### config.mk
export PLATFORM = sky130hd
export DESIGN_NAME = cdd_top
export DESIGN_NICKNAME = d
export VERILOG_FILES = /design/src/rtl/cdd_pkg.sv /design/src/rtl/cdd_top.sv /design/src/rtl/cdd_chan_div.sv
export SDC_FILE = /design/constraint.sdc
export NUM_CORES = 1
export LEC_CHECK = 0
export ABC_CLOCK_PERIOD_IN_PS = 3200
export BUFFER_PORTS_ARGS = -buffer_cell sky130_fd_sc_hd__buf_4
export CAP_MARGIN = 10
export CORE_MARGIN = 1
export CORE_UTILIZATION = 40
export DETAILED_ROUTE_END_ITERATION = 6
export PLACE_DENSITY = 0.57
export SYNTH_ARGS = -nofsm -noshare
export SYNTH_HDL_FRONTEND = slang
export SYNTH_HIERARCHICAL = 1
export SYNTH_SLANG_ARGS = --single-unit
### constraint.sdc
create_clock -name aclk -period 3.2 [get_ports aclk]
set_clock_uncertainty 0.1 [all_clocks]
set_input_delay 0.16 -clock aclk [delete_from_list [all_inputs] [get_ports aclk]]
set_output_delay 0.16 -clock aclk [all_outputs]
set_load 0.02 [all_outputs]
### src/rtl/cdd_pkg.sv
package cdd_pkg;

  // Register indices; byte address is four times the index
  localparam logic [9:0] IDX_ZD_CFG    = 10'h01e;
  localparam logic [9:0] IDX_PRE_DIV   = 10'h1e0;
  localparam logic [9:0] IDX_SRC_SEL   = 10'h1e1;
  localparam logic [9:0] IDX_CH_BASE   = 10'h190;
  localparam logic [9:0] IDX_CH_STRIDE = 10'h003;
  localparam logic [9:0] IDX_SYNC      = 10'h1f0;
  localparam logic [9:0] IDX_STATUS    = 10'h1f1;
  localparam int unsigned IDX_LSB      = 2;

  // Zero-delay configuration fields
  localparam int unsigned ZD_MODE_LSB = 1;
  localparam int unsigned ZD_FB_LSB   = 3;
  localparam logic [1:0]  ZD_INT      = 2'h1;
  localparam logic [1:0]  ZD_EXT      = 2'h3;

  // Distribution source codes
  localparam logic [1:0] SRC_CLK_PRE = 2'h0;
  localparam logic [1:0] SRC_CLK_DIR = 2'h1;
  localparam logic [1:0] SRC_VCO_PRE = 2'h2;
  localparam logic [1:0] SRC_BAD     = 2'h3;

  // Prescaler code k divides by k+1; codes above the last are static
  localparam int unsigned PRE_W    = 3;
  localparam logic [2:0]  PRE_LAST = 3'h5;

  // Channel register fields (sub-register 0, 1, 2)
  localparam int unsigned CH_N_LSB    = 0;
  localparam int unsigned CH_M_LSB    = 4;
  localparam int unsigned CH_PH_LSB   = 0;
  localparam int unsigned CH_START    = 4;
  localparam int unsigned CH_BYP      = 7;
  localparam int unsigned CH_DCC_DIS  = 0;
  localparam int unsigned CH_DIRECT   = 1;
  localparam int unsigned NUM_CH      = 4;
  localparam int unsigned OUT_PER_GRP = 3;

  // Status fields
  localparam int unsigned ST_ZD_LSB  = 0;
  localparam int unsigned ST_BAD     = 2;
  localparam int unsigned ST_DIV_LSB = 4;

  // Reset values
  localparam logic [1:0] RST_SRC = 2'h2;
  localparam logic [2:0] RST_PRE = 3'h1;

  // Bus responses
  localparam logic [1:0] RESP_OKAY   = 2'h0;
  localparam logic [1:0] RESP_SLVERR = 2'h2;

endpackage

### src/rtl/cdd_top.sv
// How it works
// - Zero-delay mode code 01 selects internal zero-delay feedback.
// - Internal zero-delay feeds channel divider 0 to the PLL feedback divider.
// - Zero-delay mode code 11 takes feedback from the looped-back CLK pin.
// - Two-bit field picks feedback divider 0..3, default 0, for VCO calibration.
// - Four channels, each divider shared by three outputs.
// - Each channel divider divides by any integer 1 to 32.
// - Output high for high count plus one, low for low count plus one.
// - Optional duty correction evens odd ratios only when low equals high plus one.
// - Coarse phase delay up to 15 divider input cycles.
// - Each divider can start high or start low.
// - Prescaler divides selected source by 1 to 6, also usable with CLK.
// - Source 00 CLK via prescaler, 01 CLK direct, 10 VCO via prescaler, 11 illegal.
// - No setting lets the VCO reach dividers without the prescaler.
// - Direct bit routes prescaler input straight to that group's three outputs.
// - All channel dividers stay synchronized to each other.
// - Bypass bit gives divide by one, skipping the divider.
// - High and low count fields are four bits each, 0 to 15.
`timescale 1ns/10ps
`default_nettype none
module cdd_top (
  input  wire logic        aclk,
  input  wire logic        aresetn,
  input  wire logic [11:0] s_axi_awaddr,
  input  wire logic        s_axi_awvalid,
  output logic             s_axi_awready,
  input  wire logic [31:0] s_axi_wdata,
  input  wire logic [3:0]  s_axi_wstrb,
  input  wire logic        s_axi_wvalid,
  output logic             s_axi_wready,
  output logic [1:0]       s_axi_bresp,
  output logic             s_axi_bvalid,
  input  wire logic        s_axi_bready,
  input  wire logic [11:0] s_axi_araddr,
  input  wire logic        s_axi_arvalid,
  output logic             s_axi_arready,
  output logic [31:0]      s_axi_rdata,
  output logic [1:0]       s_axi_rresp,
  output logic             s_axi_rvalid,
  input  wire logic        s_axi_rready,
  input  wire logic        vco_clk_in,
  input  wire logic        ext_clk_in,
  output logic [11:0]      clk_out,
  output logic             pll_fb_out,
  output logic             zd_active,
  output logic [1:0]       fb_channel
);

  typedef struct packed {
    logic             awa;
    logic [9:0]       aw_idx;
    logic             wa;
    logic [31:0]      wdat;
    logic             wbe;
    logic             awrdy;
    logic             wrdy;
    logic             bvalid;
    logic [1:0]       bresp;
    logic             arrdy;
    logic             rvalid;
    logic [31:0]      rdata;
    logic [1:0]       rresp;
    logic [1:0]       zd_mode;
    logic [1:0]       fb_ch;
    logic [2:0]       pre_sel;
    logic [1:0]       src;
    logic [3:0][3:0]  ch_n;
    logic [3:0][3:0]  ch_m;
    logic [3:0][3:0]  ch_ph;
    logic [3:0]       ch_byp;
    logic [3:0]       ch_start;
    logic [3:0]       ch_dccd;
    logic [3:0]       ch_dir;
    logic             sync_req;
    logic             booted;
    logic [2:0]       vco_s;
    logic [2:0]       ext_s;
    logic [2:0]       pre_cnt;
    logic             pre_lvl;
    logic             half_tick;
    logic [11:0]      out_q;
    logic             fb_q;
    logic             zd_q;
  } cdd_top_st_t;

  cdd_top_st_t st_r;
  cdd_top_st_t st_nxt;
  logic [3:0]  div_q;
  logic        sel_edge;
  logic        sel_lvl;
  logic        dist_lvl;
  logic        div_sync;
  logic        wr_fire;

  // Channel register decode: {hit, channel, sub-register}
  function automatic logic [4:0] ch_dec(input logic [9:0] idx);
    ch_dec = 5'h00;
    for (int c = 0; c < cdd_pkg::NUM_CH; c++) begin
      for (int s = 0; s < 3; s++) begin
        if (idx == cdd_pkg::IDX_CH_BASE + 10'(c) * cdd_pkg::IDX_CH_STRIDE + 10'(s)) begin
          ch_dec = {1'b1, 2'(c), 2'(s)};
        end
      end
    end
  endfunction

  // Register read mux: {hit, data}
  function automatic logic [32:0] reg_read(input cdd_top_st_t s, input logic [9:0] idx, input logic [3:0] dq);
    logic [4:0] d;
    logic [1:0] c;
    d = ch_dec(idx);
    c = d[3:2];
    reg_read = {1'b1, 32'h0};
    if (d[4]) begin
      unique case (d[1:0])
        2'h0:    reg_read[7:0] = {s.ch_m[c], s.ch_n[c]};
        2'h1:    reg_read[7:0] = {s.ch_byp[c], 2'h0, s.ch_start[c], s.ch_ph[c]};
        default: reg_read[7:0] = {6'h00, s.ch_dir[c], s.ch_dccd[c]};
      endcase
    end else if (idx == cdd_pkg::IDX_ZD_CFG) begin
      reg_read[cdd_pkg::ZD_MODE_LSB +: 2] = s.zd_mode;
      reg_read[cdd_pkg::ZD_FB_LSB +: 2]   = s.fb_ch;
    end else if (idx == cdd_pkg::IDX_PRE_DIV) begin
      reg_read[cdd_pkg::PRE_W-1:0] = s.pre_sel;
    end else if (idx == cdd_pkg::IDX_SRC_SEL) begin
      reg_read[1:0] = s.src;
    end else if (idx == cdd_pkg::IDX_STATUS) begin
      reg_read[cdd_pkg::ST_ZD_LSB +: 2] = s.zd_mode;
      reg_read[cdd_pkg::ST_BAD]          = (s.src == cdd_pkg::SRC_BAD);
      reg_read[cdd_pkg::ST_DIV_LSB +: 4] = dq;
    end else if (idx != cdd_pkg::IDX_SYNC) begin
      reg_read[32] = 1'b0;
    end
  endfunction

  // Source pick; bit 1 of each chain is past the synchroniser
  // Illegal code parks the level too, so direct groups stay quiet as well
  assign sel_lvl  = (st_r.src == cdd_pkg::SRC_VCO_PRE) ? st_r.vco_s[1]
                  : (st_r.src == cdd_pkg::SRC_BAD)     ? 1'b0
                  : st_r.ext_s[1];
  assign sel_edge = (st_r.src == cdd_pkg::SRC_VCO_PRE) ? (st_r.vco_s[1] ^ st_r.vco_s[2])
                  : (st_r.src == cdd_pkg::SRC_BAD)     ? 1'b0
                  : (st_r.ext_s[1] ^ st_r.ext_s[2]);
  // Prescaler bypass only on the CLK-direct code, never for the VCO
  assign dist_lvl = (st_r.src == cdd_pkg::SRC_CLK_DIR) ? sel_lvl : st_r.pre_lvl;
  assign div_sync = st_r.sync_req || !st_r.booted;
  // Write completes this cycle; taken from inputs since st_nxt clears the halves
  assign wr_fire  = (st_r.awa || (s_axi_awvalid && st_r.awrdy))
                 && (st_r.wa || (s_axi_wvalid && st_r.wrdy)) && !st_r.bvalid;

  always_comb begin
    logic [4:0]  d;
    logic [32:0] rd;
    d  = 5'h00;
    rd = 33'h0;
    st_nxt = st_r;
    st_nxt.sync_req = 1'b0;
    st_nxt.booted   = 1'b1;

    // Pin synchronisers and third stage for edge detection
    st_nxt.vco_s = {st_r.vco_s[1:0], vco_clk_in};
    st_nxt.ext_s = {st_r.ext_s[1:0], ext_clk_in};

    // Prescaler counts source half-cycles, toggling every k+1 of them
    st_nxt.half_tick = 1'b0;
    if (st_r.src == cdd_pkg::SRC_CLK_DIR) begin
      st_nxt.half_tick = sel_edge;
    end else if (sel_edge && st_r.pre_sel <= cdd_pkg::PRE_LAST) begin
      if (st_r.pre_cnt >= st_r.pre_sel) begin
        st_nxt.pre_cnt   = 3'h0;
        st_nxt.pre_lvl   = !st_r.pre_lvl;
        st_nxt.half_tick = 1'b1;
      end else begin
        st_nxt.pre_cnt = st_r.pre_cnt + 3'h1;
      end
    end

    // Write address and data taken in either order
    if (s_axi_awvalid && st_r.awrdy) begin
      st_nxt.awa    = 1'b1;
      st_nxt.aw_idx = s_axi_awaddr[cdd_pkg::IDX_LSB +: 10];
    end
    if (s_axi_wvalid && st_r.wrdy) begin
      st_nxt.wa   = 1'b1;
      st_nxt.wdat = s_axi_wdata;
      st_nxt.wbe  = s_axi_wstrb[0];
    end
    if (st_r.bvalid && s_axi_bready) begin
      st_nxt.bvalid = 1'b0;
    end
    if (st_nxt.awa && st_nxt.wa && !st_r.bvalid) begin
      st_nxt.awa    = 1'b0;
      st_nxt.wa     = 1'b0;
      st_nxt.bvalid = 1'b1;
      d = ch_dec(st_nxt.aw_idx);
      rd = reg_read(st_r, st_nxt.aw_idx, div_q);
      st_nxt.bresp = rd[32] ? cdd_pkg::RESP_OKAY : cdd_pkg::RESP_SLVERR;
      if (st_nxt.wbe) begin
        if (d[4]) begin
          unique case (d[1:0])
            2'h0: begin
              st_nxt.ch_n[d[3:2]] = st_nxt.wdat[cdd_pkg::CH_N_LSB +: 4];
              st_nxt.ch_m[d[3:2]] = st_nxt.wdat[cdd_pkg::CH_M_LSB +: 4];
            end
            2'h1: begin
              st_nxt.ch_ph[d[3:2]]    = st_nxt.wdat[cdd_pkg::CH_PH_LSB +: 4];
              st_nxt.ch_start[d[3:2]] = st_nxt.wdat[cdd_pkg::CH_START];
              st_nxt.ch_byp[d[3:2]]   = st_nxt.wdat[cdd_pkg::CH_BYP];
            end
            default: begin
              st_nxt.ch_dccd[d[3:2]] = st_nxt.wdat[cdd_pkg::CH_DCC_DIS];
              st_nxt.ch_dir[d[3:2]]  = st_nxt.wdat[cdd_pkg::CH_DIRECT];
            end
          endcase
        end else if (st_nxt.aw_idx == cdd_pkg::IDX_ZD_CFG) begin
          st_nxt.zd_mode = st_nxt.wdat[cdd_pkg::ZD_MODE_LSB +: 2];
          st_nxt.fb_ch   = st_nxt.wdat[cdd_pkg::ZD_FB_LSB +: 2];
        end else if (st_nxt.aw_idx == cdd_pkg::IDX_PRE_DIV) begin
          st_nxt.pre_sel = st_nxt.wdat[cdd_pkg::PRE_W-1:0];
        end else if (st_nxt.aw_idx == cdd_pkg::IDX_SRC_SEL) begin
          st_nxt.src = st_nxt.wdat[1:0];
        end else if (st_nxt.aw_idx == cdd_pkg::IDX_SYNC) begin
          st_nxt.sync_req = st_nxt.wdat[0];
        end
      end
    end

    // Read path: one read outstanding, answered the next cycle
    if (st_r.rvalid && s_axi_rready) begin
      st_nxt.rvalid = 1'b0;
    end
    if (s_axi_arvalid && st_r.arrdy) begin
      rd = reg_read(st_r, s_axi_araddr[cdd_pkg::IDX_LSB +: 10], div_q);
      st_nxt.rvalid = 1'b1;
      st_nxt.rdata  = rd[31:0];
      st_nxt.rresp  = rd[32] ? cdd_pkg::RESP_OKAY : cdd_pkg::RESP_SLVERR;
    end
    st_nxt.awrdy = !st_nxt.awa && !st_nxt.bvalid;
    st_nxt.wrdy  = !st_nxt.wa && !st_nxt.bvalid;
    st_nxt.arrdy = !st_nxt.rvalid;

    // Each group's three outputs share one divider or the direct path
    for (int g = 0; g < cdd_pkg::NUM_CH; g++) begin
      for (int k = 0; k < cdd_pkg::OUT_PER_GRP; k++) begin
        st_nxt.out_q[g * cdd_pkg::OUT_PER_GRP + k] = st_r.ch_dir[g] ? sel_lvl : div_q[g];
      end
    end

    // Internal mode only ever loops divider 0; other channels go off-chip
    st_nxt.zd_q = (st_r.zd_mode == cdd_pkg::ZD_INT) || (st_r.zd_mode == cdd_pkg::ZD_EXT);
    if (st_r.zd_mode == cdd_pkg::ZD_INT) begin
      st_nxt.fb_q = div_q[0];
    end else if (st_r.zd_mode == cdd_pkg::ZD_EXT) begin
      st_nxt.fb_q = st_r.ext_s[1];
    end else begin
      st_nxt.fb_q = st_r.vco_s[1];
    end
  end

  always_ff @(posedge aclk) begin
    if (!aresetn) begin
      st_r         <= '0;
      st_r.awrdy   <= 1'b1;
      st_r.wrdy    <= 1'b1;
      st_r.arrdy   <= 1'b1;
      st_r.src     <= cdd_pkg::RST_SRC;
      st_r.pre_sel <= cdd_pkg::RST_PRE;
    end else begin
      st_r <= st_nxt;
    end
  end

  // Four dividers share one tick and one sync, keeping them aligned
  for (genvar c = 0; c < cdd_pkg::NUM_CH; c++) begin : g_div
    cdd_chan_div u_div (
      .aclk       (aclk),
      .aresetn    (aresetn),
      .half_tick  (st_r.half_tick),
      .in_level   (dist_lvl),
      .sync       (div_sync),
      .cnt_high   (st_r.ch_n[c]),
      .cnt_low    (st_r.ch_m[c]),
      .bypass     (st_r.ch_byp[c]),
      .dcc_dis    (st_r.ch_dccd[c]),
      .phase      (st_r.ch_ph[c]),
      .start_high (st_r.ch_start[c]),
      .div_out    (div_q[c])
    );
  end

  assign s_axi_awready = st_r.awrdy;
  assign s_axi_wready  = st_r.wrdy;
  assign s_axi_bvalid  = st_r.bvalid;
  assign s_axi_bresp   = st_r.bresp;
  assign s_axi_arready = st_r.arrdy;
  assign s_axi_rvalid  = st_r.rvalid;
  assign s_axi_rdata   = st_r.rdata;
  assign s_axi_rresp   = st_r.rresp;
  assign clk_out       = st_r.out_q;
  assign pll_fb_out    = st_r.fb_q;
  assign zd_active     = st_r.zd_q;
  assign fb_channel    = st_r.fb_ch;

  a_src_bad_quiet: assert property (@(posedge aclk) disable iff (!aresetn)
    (st_r.src == cdd_pkg::SRC_BAD) |=> !st_r.half_tick)
    else $error("clock reached dividers with illegal source");
  a_int_zd_route: assert property (@(posedge aclk) disable iff (!aresetn)
    (st_r.zd_mode == cdd_pkg::ZD_INT) |=> (pll_fb_out == $past(div_q[0])) && zd_active)
    else $error("internal feedback not from divider 0");
  a_ext_zd_route: assert property (@(posedge aclk) disable iff (!aresetn)
    (st_r.zd_mode == cdd_pkg::ZD_EXT) |=> (pll_fb_out == $past(st_r.ext_s[1])))
    else $error("external feedback not from CLK pin");
  a_direct_route: assert property (@(posedge aclk) disable iff (!aresetn)
    st_r.ch_dir[2] |=> (clk_out[8:6] == {3{$past(sel_lvl)}}))
    else $error("direct group 2 not following source");
  a_fb_chan_write: assert property (@(posedge aclk) disable iff (!aresetn)
    (wr_fire && st_nxt.wbe && st_nxt.aw_idx == cdd_pkg::IDX_ZD_CFG)
      |=> (fb_channel == $past(st_nxt.wdat[cdd_pkg::ZD_FB_LSB +: 2])))
    else $error("feedback channel field not written");
  a_bresp_hold: assert property (@(posedge aclk) disable iff (!aresetn)
    (s_axi_bvalid && !s_axi_bready) |=> s_axi_bvalid && $stable(s_axi_bresp))
    else $error("write response dropped before taken");

endmodule
`default_nettype wire

### src/rtl/cdd_chan_div.sv
`timescale 1ns/10ps
`default_nettype none
module cdd_chan_div (
  input  wire logic       aclk,
  input  wire logic       aresetn,
  input  wire logic       half_tick,
  input  wire logic       in_level,
  input  wire logic       sync,
  input  wire logic [3:0] cnt_high,
  input  wire logic [3:0] cnt_low,
  input  wire logic       bypass,
  input  wire logic       dcc_dis,
  input  wire logic [3:0] phase,
  input  wire logic       start_high,
  output logic            div_out
);

  typedef struct packed {
    logic       lvl;
    logic [5:0] cnt;
    logic [4:0] dly;
    logic       out;
  } cdd_div_st_t;

  cdd_div_st_t st_r;
  cdd_div_st_t st_nxt;

  // Length of one level in input half-cycles; correction evens odd splits
  function automatic logic [5:0] half_len(input logic hi, input logic [3:0] n, input logic [3:0] m,
                                          input logic dcc_on);
    logic [5:0] sum;
    sum = {2'h0, n} + {2'h0, m} + 6'h02;
    if (dcc_on && ({1'b0, m} == {1'b0, n} + 5'h01)) begin
      half_len = sum;
    end else if (hi) begin
      half_len = {1'b0, n, 1'b0} + 6'h02;
    end else begin
      half_len = {1'b0, m, 1'b0} + 6'h02;
    end
  endfunction

  // Counts half-cycles so odd ratios can be split evenly
  always_comb begin
    st_nxt = st_r;
    if (sync) begin
      st_nxt.lvl = start_high;
      st_nxt.cnt = half_len(start_high, cnt_high, cnt_low, !dcc_dis) - 6'h01;
      st_nxt.dly = {phase, 1'b0};
    end else if (half_tick) begin
      if (st_r.dly != 5'h00) begin
        st_nxt.dly = st_r.dly - 5'h01;
      end else if (st_r.cnt == 6'h00) begin
        st_nxt.lvl = !st_r.lvl;
        st_nxt.cnt = half_len(!st_r.lvl, cnt_high, cnt_low, !dcc_dis) - 6'h01;
      end else begin
        st_nxt.cnt = st_r.cnt - 6'h01;
      end
    end
    st_nxt.out = bypass ? in_level : st_nxt.lvl;
  end

  always_ff @(posedge aclk) begin
    if (!aresetn) begin
      st_r <= '0;
    end else begin
      st_r <= st_nxt;
    end
  end

  assign div_out = st_r.out;

  a_delay_hold: assert property (@(posedge aclk) disable iff (!aresetn)
    (!sync && !bypass && st_r.dly != 5'h00) |=> $stable(st_r.lvl))
    else $error("divider level moved during phase delay");
  a_sync_start: assert property (@(posedge aclk) disable iff (!aresetn)
    sync |=> (st_r.lvl == $past(start_high)) && (st_r.dly == {$past(phase), 1'b0}))
    else $error("sync did not restart divider");
  a_bypass_pass: assert property (@(posedge aclk) disable iff (!aresetn)
    bypass |=> (div_out == $past(in_level)))
    else $error("bypassed divider not following input");
  a_level_toggle: assert property (@(posedge aclk) disable iff (!aresetn)
    (!sync && half_tick && st_r.dly == 5'h00 && st_r.cnt == 6'h00) |=> (st_r.lvl != $past(st_r.lvl)))
    else $error("divider missed level change");

endmodule
`default_nettype wire

==> results_dict.tcl <==
set metrics [dict create \
    synth-compound-area-share_pct 19.3 \
    cts_inserted_buffers 17 \
    holdWs_ps 11.6 \
    routed-via-count 11400 \
    core_um2 30800 \
    detail_route.first_pass.iterations 7 \
    place_worst_setup_slack_ps 86.3 \
    critPathMaxFanout 4 \
    drt_iter0_drc 1167 \
    worst_ir_drop_vdd_mv 0.391 \
    setup.worst_path.class "register to register" \
    cp-endpoint "g_div[0].u_div/st_r[11]" \
    setup_violations 0 \
    boundaryPins 126 \
    cts.path.max_buffers 2 \
    synth_area_um2 12600 \
    groute.usage.overall_pct 23.2 \
    cp-end-kind "register" \
    numPortBuffers 68 \
    pins_over_slew_limit 0 \
    cts_sinks 180 \
    drc 8 \
    grt_overflow 0 \
    stdcell_area_um2 14200 \
    die_height_um 180 \
    synth_top_cells_by_area "sky130_fd_sc_hd__dfxtp_1 29%, sky130_fd_sc_hd__mux2i_1 8.2%, sky130_fd_sc_hd__ha_1 4.8%" \
    rsz_0062_raised_after_global_routing "false" \
    placed_area_um2 13500 \
    startpoint "st_r[76]" \
    static-leakage-power_nw 5.81 \
    status "finished, violations left" \
    postLayoutSetupSlackWorst_ps 168 \
    synth.most_common_cell "sky130_fd_sc_hd__dfxtp_1" \
    first_global_vias 10700 \
    clkLatencyLatePin_ps 450 \
    hold_violations_final 0 \
    synthFlopType "sky130_fd_sc_hd__dfxtp_1" \
    clk_root_buffer_cell "sky130_fd_sc_hd__clkbuf_16" \
    clock_pin_slew_worst_setup_and_hold_paths_ps 70 \
    post-route-period-util_pct 94.8 \
    finalCoreUtilization_pct 46.2 \
    layout_min_cycle_time_ps 3030 \
    worst_r2r_path_depth 12 \
    pwr_density_cell_nw_per_um2 381 \
    fin_nets 1729 \
    first_pass_grt_wire_length_mm 59.4 \
    crit-reg2reg-capture "g_div[0].u_div/st_r[11]" \
    areaGrowthSynthToFinish_pct 12.6 \
    synth_mux_area_share_pct 10.6 \
    synthDominantCellAreaShare_pct 28.5 \
    synth.largest_area_cell "sky130_fd_sc_hd__dfxtp_1" \
    post_synth.cell_area_avg_um2 8.19 \
    layout-drive-gt1-share_pct 13.7 \
    number_of_antenna_violations_at_the_first_check_in_global_routing 0 \
    worst_r2r_startpoint "st_r[76]" \
    antenna-diode-count 0 \
    yosysWarningCount 6 \
    finalWirelength_mm 37.6 \
    area_of_the_die_um2 32300 \
    fp-row-count 64 \
    synth_cells 1543 \
    synth_enable_flop_cells 0 \
    postCtsSetupBuffers 0 \
    r2r_slack_ps 170 \
    crit_arrival_ps 3270 \
    synthArstFlopShare_pct 0 \
    setup_tns_ps 0 \
    tritoncts "yes" \
    die_x_extent_um 180 \
    avgViaCountPerCell 5.66 \
    worst_slew_margin_rel_pct 50.5 \
    gp_congestion 0.978 \
    cp-start-kind "register" \
    synthTopCellsByCount "180 x sky130_fd_sc_hd__dfxtp_1, 147 x sky130_fd_sc_hd__nor2_1, 141 x sky130_fd_sc_hd__nand2_1" \
    total_of_flip_flops_plus_latches_after_synthesis 180 \
    path_class_of_the_lowest_slack_min_delay_path "input pin to register" \
    hp-start "s_axi_wdata[4]" \
    synthDistinctLibCells 92 \
    drt.antenna.violating_nets 0 \
    fmaxAchievable_ghz 0.330 \
    largest_family_of_logic_cells_by_synthesized_area "simple AND/OR/NAND/NOR gates" \
    place_hpwl_mm 28.2 \
    detail_route.wl_per_cell_um 18.7 \
    grt_start_max_net_pins 47 \
    synth_adder_area_share_pct 5.47 \
    synthXorXnorAreaFrac_pct 6.42 \
    timing.critical_path.required_ps 3440 \
    htree_num_levels 4 \
    seq_area_frac_synth_pct 28.5 \
    failed_checks "DRC" \
    max_cap_violations 0 \
    starting_density_of_the_core_pct 41.0 \
    tightest_slew_ps 741 \
    yosys.area_share.simple_pct 22.5 \
]
critical path: stages, from the launching register on:
cell                      delay [ps]
sky130_fd_sc_hd__dfxtp_1         330
sky130_fd_sc_hd__buf_4           130
sky130_fd_sc_hd__inv_1            40
sky130_fd_sc_hd__ha_1            260
sky130_fd_sc_hd__inv_1            40
sky130_fd_sc_hd__ha_1            210
sky130_fd_sc_hd__fa_1            410
sky130_fd_sc_hd__xor2_1          320
sky130_fd_sc_hd__nand3_1         140
sky130_fd_sc_hd__o31ai_2         310
sky130_fd_sc_hd__or3b_4          210
sky130_fd_sc_hd__and3b_1         170
sky130_fd_sc_hd__a221o_1         250
per-layer routing:
metal  part of all wire (%)  global-route usage (%)  wire (um)
met5                      0                       0          0
met4                    2.2                    6.38        821
met3                    4.6                    3.44       1740
met2                     46                    37.8      17100
met1                     48                    31.7      17900
worst min path at each step:
stage,endpoint,depth (start not counted)
2_1_floorplan,st_r[25],0
3_3_place_gp,st_nxt[20],2
3_5_place_dp,st_nxt[20],2
4_1_cts,fb_channel[1],4
5_1_grt,fb_channel[1],4
6_report,fb_channel[1],4
area by class of cell:
cell class | instances | area, um2
fillers | 3044 | 16600
multi-input cells | 1209 | 8260
flip-flops and latches | 180 | 3600
repair buffers | 135 | 1050
well taps | 396 | 495
clock buffers | 17 | 425
inverters | 65 | 244
clock inverters | 13 | 148
cell usage in the layout, fill, tap and decap left out, types with 16 or more instances in the layout:
cell	Yosys	routed
sky130_fd_sc_hd__mux2i_1	104	104
sky130_fd_sc_hd__and2_1	28	28
sky130_fd_sc_hd__mux2_2	24	24
sky130_fd_sc_hd__buf_4	51	119
sky130_fd_sc_hd__dlygate4sd3_1	0	16
sky130_fd_sc_hd__clkbuf_16	0	17
sky130_fd_sc_hd__nor2b_1	24	24
sky130_fd_sc_hd__inv_1	59	59
sky130_fd_sc_hd__nand2b_1	25	24
sky130_fd_sc_hd__a21oi_1	82	82
sky130_fd_sc_hd__conb_1	1	26
sky130_fd_sc_hd__nor3_1	32	32
sky130_fd_sc_hd__o21ai_0	70	69
sky130_fd_sc_hd__ha_1	48	45
sky130_fd_sc_hd__nor2_1	147	147
sky130_fd_sc_hd__dfxtp_1	180	180
sky130_fd_sc_hd__nand2_1	141	141
sky130_fd_sc_hd__a31oi_1	17	17
sky130_fd_sc_hd__xor2_1	33	33
sky130_fd_sc_hd__a211oi_1	41	41
sky130_fd_sc_hd__xnor2_1	49	49
sky130_fd_sc_hd__nand3_1	45	45
flip-flops by register name, indices dropped and copies added (netlist names):
| register | count |
|---|---|
| clk_out | 4 |
| fb_channel | 2 |
| g_div.u_div/div_out | 4 |
| g_div.u_div/st_r | 48 |
| pll_fb_out | 1 |
| s_axi_arready | 1 |
| s_axi_awready | 1 |
| s_axi_bresp | 1 |
| s_axi_bvalid | 1 |
| s_axi_rdata | 8 |
| s_axi_rresp | 1 |
| s_axi_rvalid | 1 |
| s_axi_wready | 1 |
| st_nxt | 4 |
| st_r | 101 |
| zd_active | 1 |
kinds of logic (layout without fill, tap and decap cells):
kind of cell / count (synthesis) / in the layout
buf+inv: 179 / 230
fa+ha+maj: 53 / 53
flops: 180 / 180
simple gates: 553 / 553
compound gates: 361 / 361
xor+xnor: 86 / 86
other cells: 1 / 26
mux: 130 / 130
power breakdown:
part	internal, mW	switching, mW	total (mW)	leakage (nW)
logic	0.321	0.573	0.894	4.08
clock network	1.16	1.01	2.16	0.274
registers	2.31	0.0610	2.37	1.46
what timing repair did:
item | in CTS | in global routing
gates resized for setup | 0 | 9
endpoints found under the hold margin | 16 | 0
setup endpoints to repair | 0 | 4
hold buffers | 16 | 0
stage by stage:
step | std cells | power [mW]
2_1_floorplan | 1568 | 3.02
3_3_place_gp | 1969 | 3.28
3_5_place_dp | 1969 | 3.28
4_1_cts | 2015 | 5.46
5_1_grt | 2015 | 5.66
6_report | 2015 | 5.43
Power figures use the tool's default switching activity.
